===== src/arc_consts.svh =====
/*
  Constants for the converter result coding block: register addresses, field
  positions, reset values and code limits.
  Assumes it is included by bare name from files that need these values.
*/
`ifndef ARC_CONSTS_SVH
`define ARC_CONSTS_SVH

// Status result addresses on the register access port.
`define ARC_ADDR_TEMPERATURE   7'h00
`define ARC_ADDR_CORE_SUPPLY   7'h01
`define ARC_ADDR_AUX_SUPPLY    7'h02
`define ARC_ADDR_BLOCKRAM      7'h06
`define ARC_ADDR_EXTRA_A       7'h0d
`define ARC_ADDR_EXTRA_B       7'h0e
`define ARC_ADDR_EXTRA_C       7'h0f
// Control register window: thirty-two words from 40h.
`define ARC_ADDR_CTRL_BASE     7'h40
`define ARC_CTRL_COUNT         32
// Control register 0 fields of our choosing: bipolar select bit.
`define ARC_CTRL0_BIPOLAR_BIT  10
// Result word layout: 12-bit code sits in bits 15..4.
`define ARC_CODE_LSB           4
`define ARC_CODE_WIDTH         12
// Reset value of a status register; control registers reset to PRESETS, not ARC_CTRL_RESET.
`define ARC_STATUS_RESET       16'h0000
`define ARC_CTRL_RESET         16'h0000
// Code limits.
`define ARC_UNI_MIN            12'h000
`define ARC_UNI_MAX            12'hfff
`define ARC_BIP_MAX            12'h7ff
`define ARC_BIP_MIN            12'h800

`endif


===== src/arc_pkg.sv =====
/*
  Types for the converter result coding block.
  Assumes arc_consts.svh is available to the design files.
*/
package arc_pkg;

  // Source of a finished conversion.
  typedef enum logic [2:0] {
    ARC_SRC_TEMPERATURE,
    ARC_SRC_CORE,
    ARC_SRC_AUX,
    ARC_SRC_BLOCKRAM,
    ARC_SRC_EXTRA_A,
    ARC_SRC_EXTRA_B,
    ARC_SRC_EXTRA_C,
    ARC_SRC_EXTERNAL
  } arc_src_t;

  // One raw measurement from a converter.
  typedef struct packed {
    arc_src_t     src;     // Which input was measured.
    logic [15:0]  raw;     // Unsigned 16-bit sample, 0 = lowest input.
  } arc_sample_t;

  // Register access port request.
  typedef struct packed {
    logic         en;      // Access strobe.
    logic         we;      // Write when high.
    logic [6:0]   addr;    // Register address.
    logic [15:0]  wdata;   // Write data.
  } arc_req_t;

  // Port state.
  typedef enum logic [1:0] {
    ARC_PORT_IDLE,
    ARC_PORT_WAIT,
    ARC_PORT_DONE
  } arc_port_state_t;

endpackage


===== src/arc_coder.sv =====
/*
  Result coder: turns one raw 16-bit sample into the stored 16-bit word,
  straight binary or two's complement, code left-justified.
  Assumes raw samples are unsigned with mid-scale meaning zero difference.
*/
`timescale 1ns/10ps
`include "arc_consts.svh"

module arc_coder
(
  // Sample in.
  input  wire arc_pkg::arc_sample_t sample,
  input  wire logic                 bipolar_cfg,
  // Coded word out.
  output logic [15:0]               coded
);

  logic use_bipolar;   // Coding actually applied to this sample.

  // Sensors always use straight binary; only external inputs may be signed.
  always_comb
  begin
    use_bipolar = bipolar_cfg && (sample.src == arc_pkg::ARC_SRC_EXTERNAL);
    if (use_bipolar)
    begin
      // Flipping the MSB maps offset binary to two's complement:
      // top input gives 7FFh, bottom gives 800h.
      coded = {~sample.raw[15], sample.raw[14:0]};
    end
    else
    begin
      // Straight binary, 000h at bottom, FFFh at full scale. Sensor scaling
      // (1 V or 3 V full scale) is set by the analog front end, so the code
      // path is identical for both.
      coded = sample.raw;
    end
  end

endmodule


===== src/arc_result_block.sv =====
/*
  Result placement and register access port for a dual converter.
  Holds status result words and thirty-two control words, and answers the
  fabric through a synchronous port with a ready strobe.
  Assumes samples and port requests are synchronous to clk.
*/
//
// Overview of operation
// - Control words preset, or written via port.
// - Two independent converters with 12-bit results.
// - Unipolar: 000h at zero, FFFh full.
// - Unipolar coding is straight binary.
// - External inputs unipolar unless bipolar configured.
// - Bipolar: two's complement, 7FFh to 800h.
// - Sensors always converted unipolar.
// - Result stored as 16 bits, code high.
// - Temperature result goes to status 00h.
// - Supply sensors scaled to 3 V full scale.
// - Core, aux, blockram supplies to 01h,02h,06h.
// - Extra supplies to 0Dh, 0Eh, 0Fh.
// - Done pulses when result is written.
// - Thirty-two 16-bit control registers, preset by address.
`timescale 1ns/10ps
`include "arc_consts.svh"

module arc_result_block
#(
  parameter int                 N_CONV  = 2,   // Independent converters.
  parameter logic [16*32-1:0]   PRESETS = '0,  // Configuration-time presets, word i at 40h+i.
  parameter bit                 HAS_EXTRA = 1'b1 // Processor variant with extra supplies.
)
(
  // Clock, reset and enable.
  input  wire logic                              clk,
  input  wire logic                              nrst,
  input  wire logic                              ce,
  // Converter results, one per converter.
  input  wire logic [N_CONV-1:0]                 sample_valid,
  input  wire arc_pkg::arc_sample_t [N_CONV-1:0] sample_in,
  // Register access port.
  input  wire arc_pkg::arc_req_t                 req,
  output logic [15:0]                            port_rdata,
  output logic                                   port_ready_out,
  // Conversion status.
  output logic                                   conv_done,
  output logic [15:0]                            ext_result,
  output logic                                   bipolar_mode
);

  // Refuse converter counts that the result slots and decoding cannot serve.
  if (N_CONV < 1 || N_CONV > 2)
  begin : g_bad_n_conv
    $error("N_CONV must be 1 or 2");
  end

  ////////////////////////////////////////////////////////////////////////////
  // Storage.

  logic [15:0] status_reg [0:15];          // Status results, indexed by address.
  logic [15:0] ctrl_reg   [0:`ARC_CTRL_COUNT-1]; // Control words.
  logic [15:0] coded      [N_CONV];        // Coded word per converter.
  logic [3:0]  dest       [N_CONV];        // Status index per converter.
  logic        dest_ok    [N_CONV];        // Destination exists.
  arc_pkg::arc_port_state_t state;         // Port state.
  logic [6:0]  lat_addr;                   // Address held for the answer.

  assign bipolar_mode = ctrl_reg[0][`ARC_CTRL0_BIPOLAR_BIT];

  ////////////////////////////////////////////////////////////////////////////
  // Coding and destination, one per converter.

  genvar g;
  generate
    for (g = 0; g < N_CONV; g++)
    begin : g_conv
      // Each converter has its own coder, so both run independently.
      arc_coder u_coder
      (
        .sample      (sample_in[g]),
        .bipolar_cfg (bipolar_mode),
        .coded       (coded[g])
      );

      // Steer each sensor to its fixed status address.
      always_comb
      begin
        dest_ok[g] = 1'b1;
        case (sample_in[g].src)
          arc_pkg::ARC_SRC_TEMPERATURE: dest[g] = 4'(`ARC_ADDR_TEMPERATURE);
          arc_pkg::ARC_SRC_CORE:        dest[g] = 4'(`ARC_ADDR_CORE_SUPPLY);
          arc_pkg::ARC_SRC_AUX:         dest[g] = 4'(`ARC_ADDR_AUX_SUPPLY);
          arc_pkg::ARC_SRC_BLOCKRAM:    dest[g] = 4'(`ARC_ADDR_BLOCKRAM);
          arc_pkg::ARC_SRC_EXTRA_A:
          begin
            dest[g]    = 4'(`ARC_ADDR_EXTRA_A);
            dest_ok[g] = HAS_EXTRA;
          end
          arc_pkg::ARC_SRC_EXTRA_B:
          begin
            dest[g]    = 4'(`ARC_ADDR_EXTRA_B);
            dest_ok[g] = HAS_EXTRA;
          end
          arc_pkg::ARC_SRC_EXTRA_C:
          begin
            dest[g]    = 4'(`ARC_ADDR_EXTRA_C);
            dest_ok[g] = HAS_EXTRA;
          end
          default:
          begin
            // External channels go to the result output, not a sensor slot.
            dest[g]    = 4'h0;
            dest_ok[g] = 1'b0;
          end
        endcase
      end
    end
  endgenerate

  ////////////////////////////////////////////////////////////////////////////
  // Status registers: written only by converters, never by the port.

  always_ff @(posedge clk or negedge nrst)
  begin
    if (!nrst)
    begin
      for (int i = 0; i < 16; i++)
        status_reg[i] <= `ARC_STATUS_RESET;
    end
    else if (ce)
    begin
      // Converter 1 wins when both target the same slot.
      for (int c = 0; c < N_CONV; c++)
        if (sample_valid[c] && dest_ok[c])
          status_reg[dest[c]] <= coded[c];
    end
  end

  // External channel result and done strobe, written in the same cycle.
  always_ff @(posedge clk or negedge nrst)
  begin
    if (!nrst)
    begin
      ext_result <= `ARC_STATUS_RESET;
      conv_done  <= 1'b0;
    end
    else if (ce)
    begin
      conv_done <= |sample_valid;
      for (int c = 0; c < N_CONV; c++)
        if (sample_valid[c] && sample_in[c].src == arc_pkg::ARC_SRC_EXTERNAL)
          ext_result <= coded[c];
    end
  end

  ////////////////////////////////////////////////////////////////////////////
  // Control registers: presets at reset, then writable through the port.

  always_ff @(posedge clk or negedge nrst)
  begin
    if (!nrst)
    begin
      for (int i = 0; i < `ARC_CTRL_COUNT; i++)
        ctrl_reg[i] <= PRESETS[16*i +: 16];
    end
    else if (ce && state == arc_pkg::ARC_PORT_IDLE && req.en && req.we
             && req.addr[6] == 1'b1 && req.addr[5] == 1'b0)
    begin
      ctrl_reg[req.addr[4:0]] <= req.wdata;
    end
  end

  ////////////////////////////////////////////////////////////////////////////
  // Port sequencing: take request, wait one cycle, answer with ready.

  always_ff @(posedge clk or negedge nrst)
  begin
    if (!nrst)
    begin
      state    <= arc_pkg::ARC_PORT_IDLE;
      lat_addr <= 7'h00;
    end
    else if (ce)
    begin
      case (state)
        arc_pkg::ARC_PORT_IDLE:
        begin
          // Requests arriving while busy are ignored.
          if (req.en)
          begin
            lat_addr <= req.addr;
            state    <= arc_pkg::ARC_PORT_WAIT;
          end
        end
        arc_pkg::ARC_PORT_WAIT: state <= arc_pkg::ARC_PORT_DONE;
        arc_pkg::ARC_PORT_DONE: state <= arc_pkg::ARC_PORT_IDLE;
        default:                state <= arc_pkg::ARC_PORT_IDLE;
      endcase
    end
  end

  // Read data captured the cycle before ready, so data and ready align.
  always_ff @(posedge clk or negedge nrst)
  begin
    if (!nrst)
      port_rdata <= 16'h0000;
    else if (ce && state == arc_pkg::ARC_PORT_WAIT)
    begin
      if (lat_addr[6:4] == 3'h0)
        port_rdata <= status_reg[lat_addr[3:0]];
      else if (lat_addr[6:5] == 2'b10)
        port_rdata <= ctrl_reg[lat_addr[4:0]];
      else
        port_rdata <= 16'h0000;  // Unmapped addresses read zero.
    end
  end

  // Data is valid only while ready is high.
  assign port_ready_out = (state == arc_pkg::ARC_PORT_DONE);

endmodule


===== config.mk =====
export PLATFORM = sky130hd
export DESIGN_NAME = arc_result_block
export DESIGN_NICKNAME = d
export VERILOG_FILES = /design/src/arc_pkg.sv /design/src/arc_coder.sv /design/src/arc_result_block.sv
export VERILOG_INCLUDE_DIRS = /design/src
export SDC_FILE = /design/constraint.sdc
export NUM_CORES = 1
export LEC_CHECK = 0
export ABC_AREA = 1
export BUFFER_PORTS_ARGS = -buffer_cell sky130_fd_sc_hd__buf_2
export CORE_MARGIN = 2
export CORE_UTILIZATION = 45
export DETAILED_ROUTE_END_ITERATION = 7
export GPL_ROUTABILITY_DRIVEN = 0
export GPL_TIMING_DRIVEN = 0
export SYNTH_ARGS = -nofsm -noshare
export SYNTH_HDL_FRONTEND = slang
export SYNTH_SLANG_ARGS = --single-unit

===== constraint.sdc =====
create_clock -name clk -period 2.5 [get_ports clk]
set_input_delay 0.25 -clock clk [delete_from_list [all_inputs] [get_ports clk]]
set_output_delay 0.25 -clock clk [all_outputs]
set_load 0.01 [all_outputs]

==> metrics <==
status finished with violations; failing checks negative setup slack; final period utilization 100%; drt total wl 144000 um; synth unique cells 30; IO Count 103; leading post-synthesis cells by cell area dfrtp_1 (53%), nand2_1 (15%), o21ai_0 (9.4%), nand3_1 (8.3%), clkbuf_1 (4.3%); Crit path max-delay family buffers and inverters; first-pass GRT wire length 214000 um; number of global-route vias before repair 33634; Hold Slack 0.0205 ns; WHS Path Cells 3; CP max stage cell clkbuf_4; reg2reg path depth 10; FMAX 400 MHz; WL/cell 22.5 um; Crit path top cell by count nand3_1; CTS sink count 810; Congestion Overflow GR 0; I/O Buffers 98; layout cells sized above 1 8.45%; count leader, synth nand2_1; max-slew violation count 0; fill count 8358; Post-synth top cells nand2_1 (1543), dfrtp_1 (810), o21ai_0 (719); Hold EP ctrl_reg[11]; reg2reg end port_rdata[2]; count of antenna-violating nets left after detailed routing 0; CP Depth 10; max_cap viols 0; initial core utilization 45.6%; final setup violation count 1; non-filler cells, final 6401; overall power 40.1 mW; CTS tree built; crit path cell chain clkinv_1, clkbuf_4, clkbuf_2, nand3_1, nand3_1, nand2_1, nand2_1, nand3_1, nand3_1, a21oi_1; Placed Instances 6197; Fin. Hold Viols 0; GRT Total Usage 33.1%; Worst path max stage delay 0.39 ns; Largest register FFs 511; Clock Latency Late Sink 0.66 ns; Relative slew margins 30.7%; number of vias per cell 5.58; DIE HEIGHT 295 um; switch share 36.6%; core area 83800 um^2; register area share after synthesis 53.0%; DP Wirelength 105000 um; Worst R2R Start lat_addr[1]; worst vdd ir 620 uV; part of the power in registers 36.6%; Worst Setup SP lat_addr[1]; predominant post-synthesis flop cell dfrtp_1; Worst-path clk slew 0.06 ns; FF+latch count, synth 810; Crit path arrival time 3.09 ns; TritonRoute pass-1 iters 6; async set-reset flop share out of synthesis 100%; required time of the critical path 3.09 ns; critical path fanouts, max 10; critical path capture point type flop; die area 87300 um^2; Sw Pwr 14.7 mW; Worst Hold Launch req[11]; Clock power frac 35.6%; R2R setup slack -0.002 ns; pwr dens 907 nW/um^2; largest net degree at the start of global routing 120; EDFF count, synth 0; Final Critical Period 2.50 ns; synthesized area 38200 um^2; H-tree depth 3; Pleak 20.7 nW; CP bufs+invs 3; synthesis-to-finish area growth 15.5%; row cnt 106; min-delay worst type input pin to flop; clk buf depth 3; nets 5262; Setup WS post-layout -0.00181 ns; Yosys top cell by area dfrtp_1; syn nets 5025; Least-Margin Pin Slew 1.04 ns; initial antenna violation count 3; DRT iter0 DRCs 4375; cell internal pwr 25.4 mW; die width 295 um; drt drc 0; DR vias 35749; top cell type's share of synthesized area 53.0%; CTS root buf clkbuf_16; startpoint types flop; clock skew 0.0229 ns; WS Path Type flop to flop; Avg Synthesized Cell Area 7.71 um^2; CTS Buf Count 90; yosys warns 0; Mapped Cells 4957; Logic pwr share 27.8%
## per-stage QoR
stage                     cell area (um^2)  TNS (ns)  setup WS (ns)  util, %
after floorplan                      38200         0          0.764        -
after global placement               40100         -         -16.72     47.9
after detailed placement             40400    -20.37         -0.618     48.2
after CTS                            44000         0        0.00137     52.5
after global routing                 44100  -0.00194       -0.00194     52.7
final                                44100  -0.00181       -0.00181     52.7
## worst reg2reg max path, cell delays in order, from the launching register on
cell and delay (ns):
dfrtp_1 0.34, clkinv_1 0.25, clkbuf_4 0.39, clkbuf_2 0.34, nand3_1 0.20, nand3_1 0.18
nand2_1 0.13, nand2_1 0.06, nand3_1 0.16, nand3_1 0.19, a21oi_1 0.18
## worst max-delay path by stage
stage / slack, ns / end
2_1_floorplan: 0.76 / ctrl_reg[340]
3_3_place_gp: -16.72 / ctrl_reg[41]
3_5_place_dp: -0.62 / port_rdata[7]
4_1_cts: 0.001 / port_rdata[12]
5_1_grt: -0.002 / port_rdata[1]
6_report: -0.002 / port_rdata[2]
## cell usage in the layout, fill, tap and decap left out, types with 9 or more instances in the layout
master / synthesis / routed
nand2_1: 1543 / 1543
dfrtp_1: 810 / 810
o21ai_0: 719 / 719
nand3_1: 636 / 636
inv_1: 431 / 431
clkbuf_1: 438 / 351
buf_2: 51 / 147
clkbuf_16: 0 / 90
nor2_1: 82 / 82
clkbuf_2: 0 / 79
o22ai_1: 75 / 75
a21oi_1: 45 / 45
dlygate4sd3_1: 0 / 36
clkbuf_8: 0 / 26
clkbuf_4: 0 / 17
a31oi_1: 16 / 16
buf_1: 21 / 15
a32oi_1: 15 / 15
o211ai_1: 15 / 15
clkinv_2: 0 / 15
buf_4: 1 / 14
o21ai_1: 11 / 11
bufinv_16: 0 / 11
nand4_2: 10 / 10
nor3_1: 9 / 9
## area by class of cell
class	count	area, um^2	share of cell area (%)
Inverter	440	1650	3.75
Multi-Input combinational cell	3195	14300	32.4
Buffer	511	2210	5.00
Timing Repair Buffer	146	1120	2.54
Tap cell	1134	1420	3.21
Clock inverter	33	485	1.10
Antenna cell	1	2.50	0.00567
Sequential cell	810	20300	45.9
Clock buffer	131	2670	6.04
## layer usage
metal,track usage (%),up-vias,routed length (um)
li1,-,16305,-
met1,46.6,17413,61600
met2,49.3,1672,61800
met3,6.38,355,13200
met4,15.3,4,7520
met5,0,-,44
## what timing repair did
item	4_1_cts	5_1_grt
setup endpoints to repair	235	357
resized for setup	64	162
pin swaps	2	0
hold endpoints to repair	218	0
hold buffers	36	0
cloned	0	0
setup buffers	4	0
## power groups by stage
stage / registers (mW) / clock network (mW) / logic, mW
after floorplan: 14.6 / 0 / 5.63
after global placement: 14.9 / 0 / 10.4
after detailed placement: 14.8 / 0 / 10.5
after CTS: 14.6 / 14.3 / 10.7
after global routing: 14.7 / 14.9 / 11.8
final: 14.7 / 14.3 / 11.1
## logic make-up (layout without fill, tap and decap cells)
logic type	Yosys count	count (layout)	share of synthesized area (%)
other cells	0	1	0
flops	810	810	53.0
simple gates	2295	2295	25.1
buf+inv	952	1261	9.54
compound gates	898	898	12.3
xor+xnor	2	2	0.0458
Power figures use the tool's default switching activity.
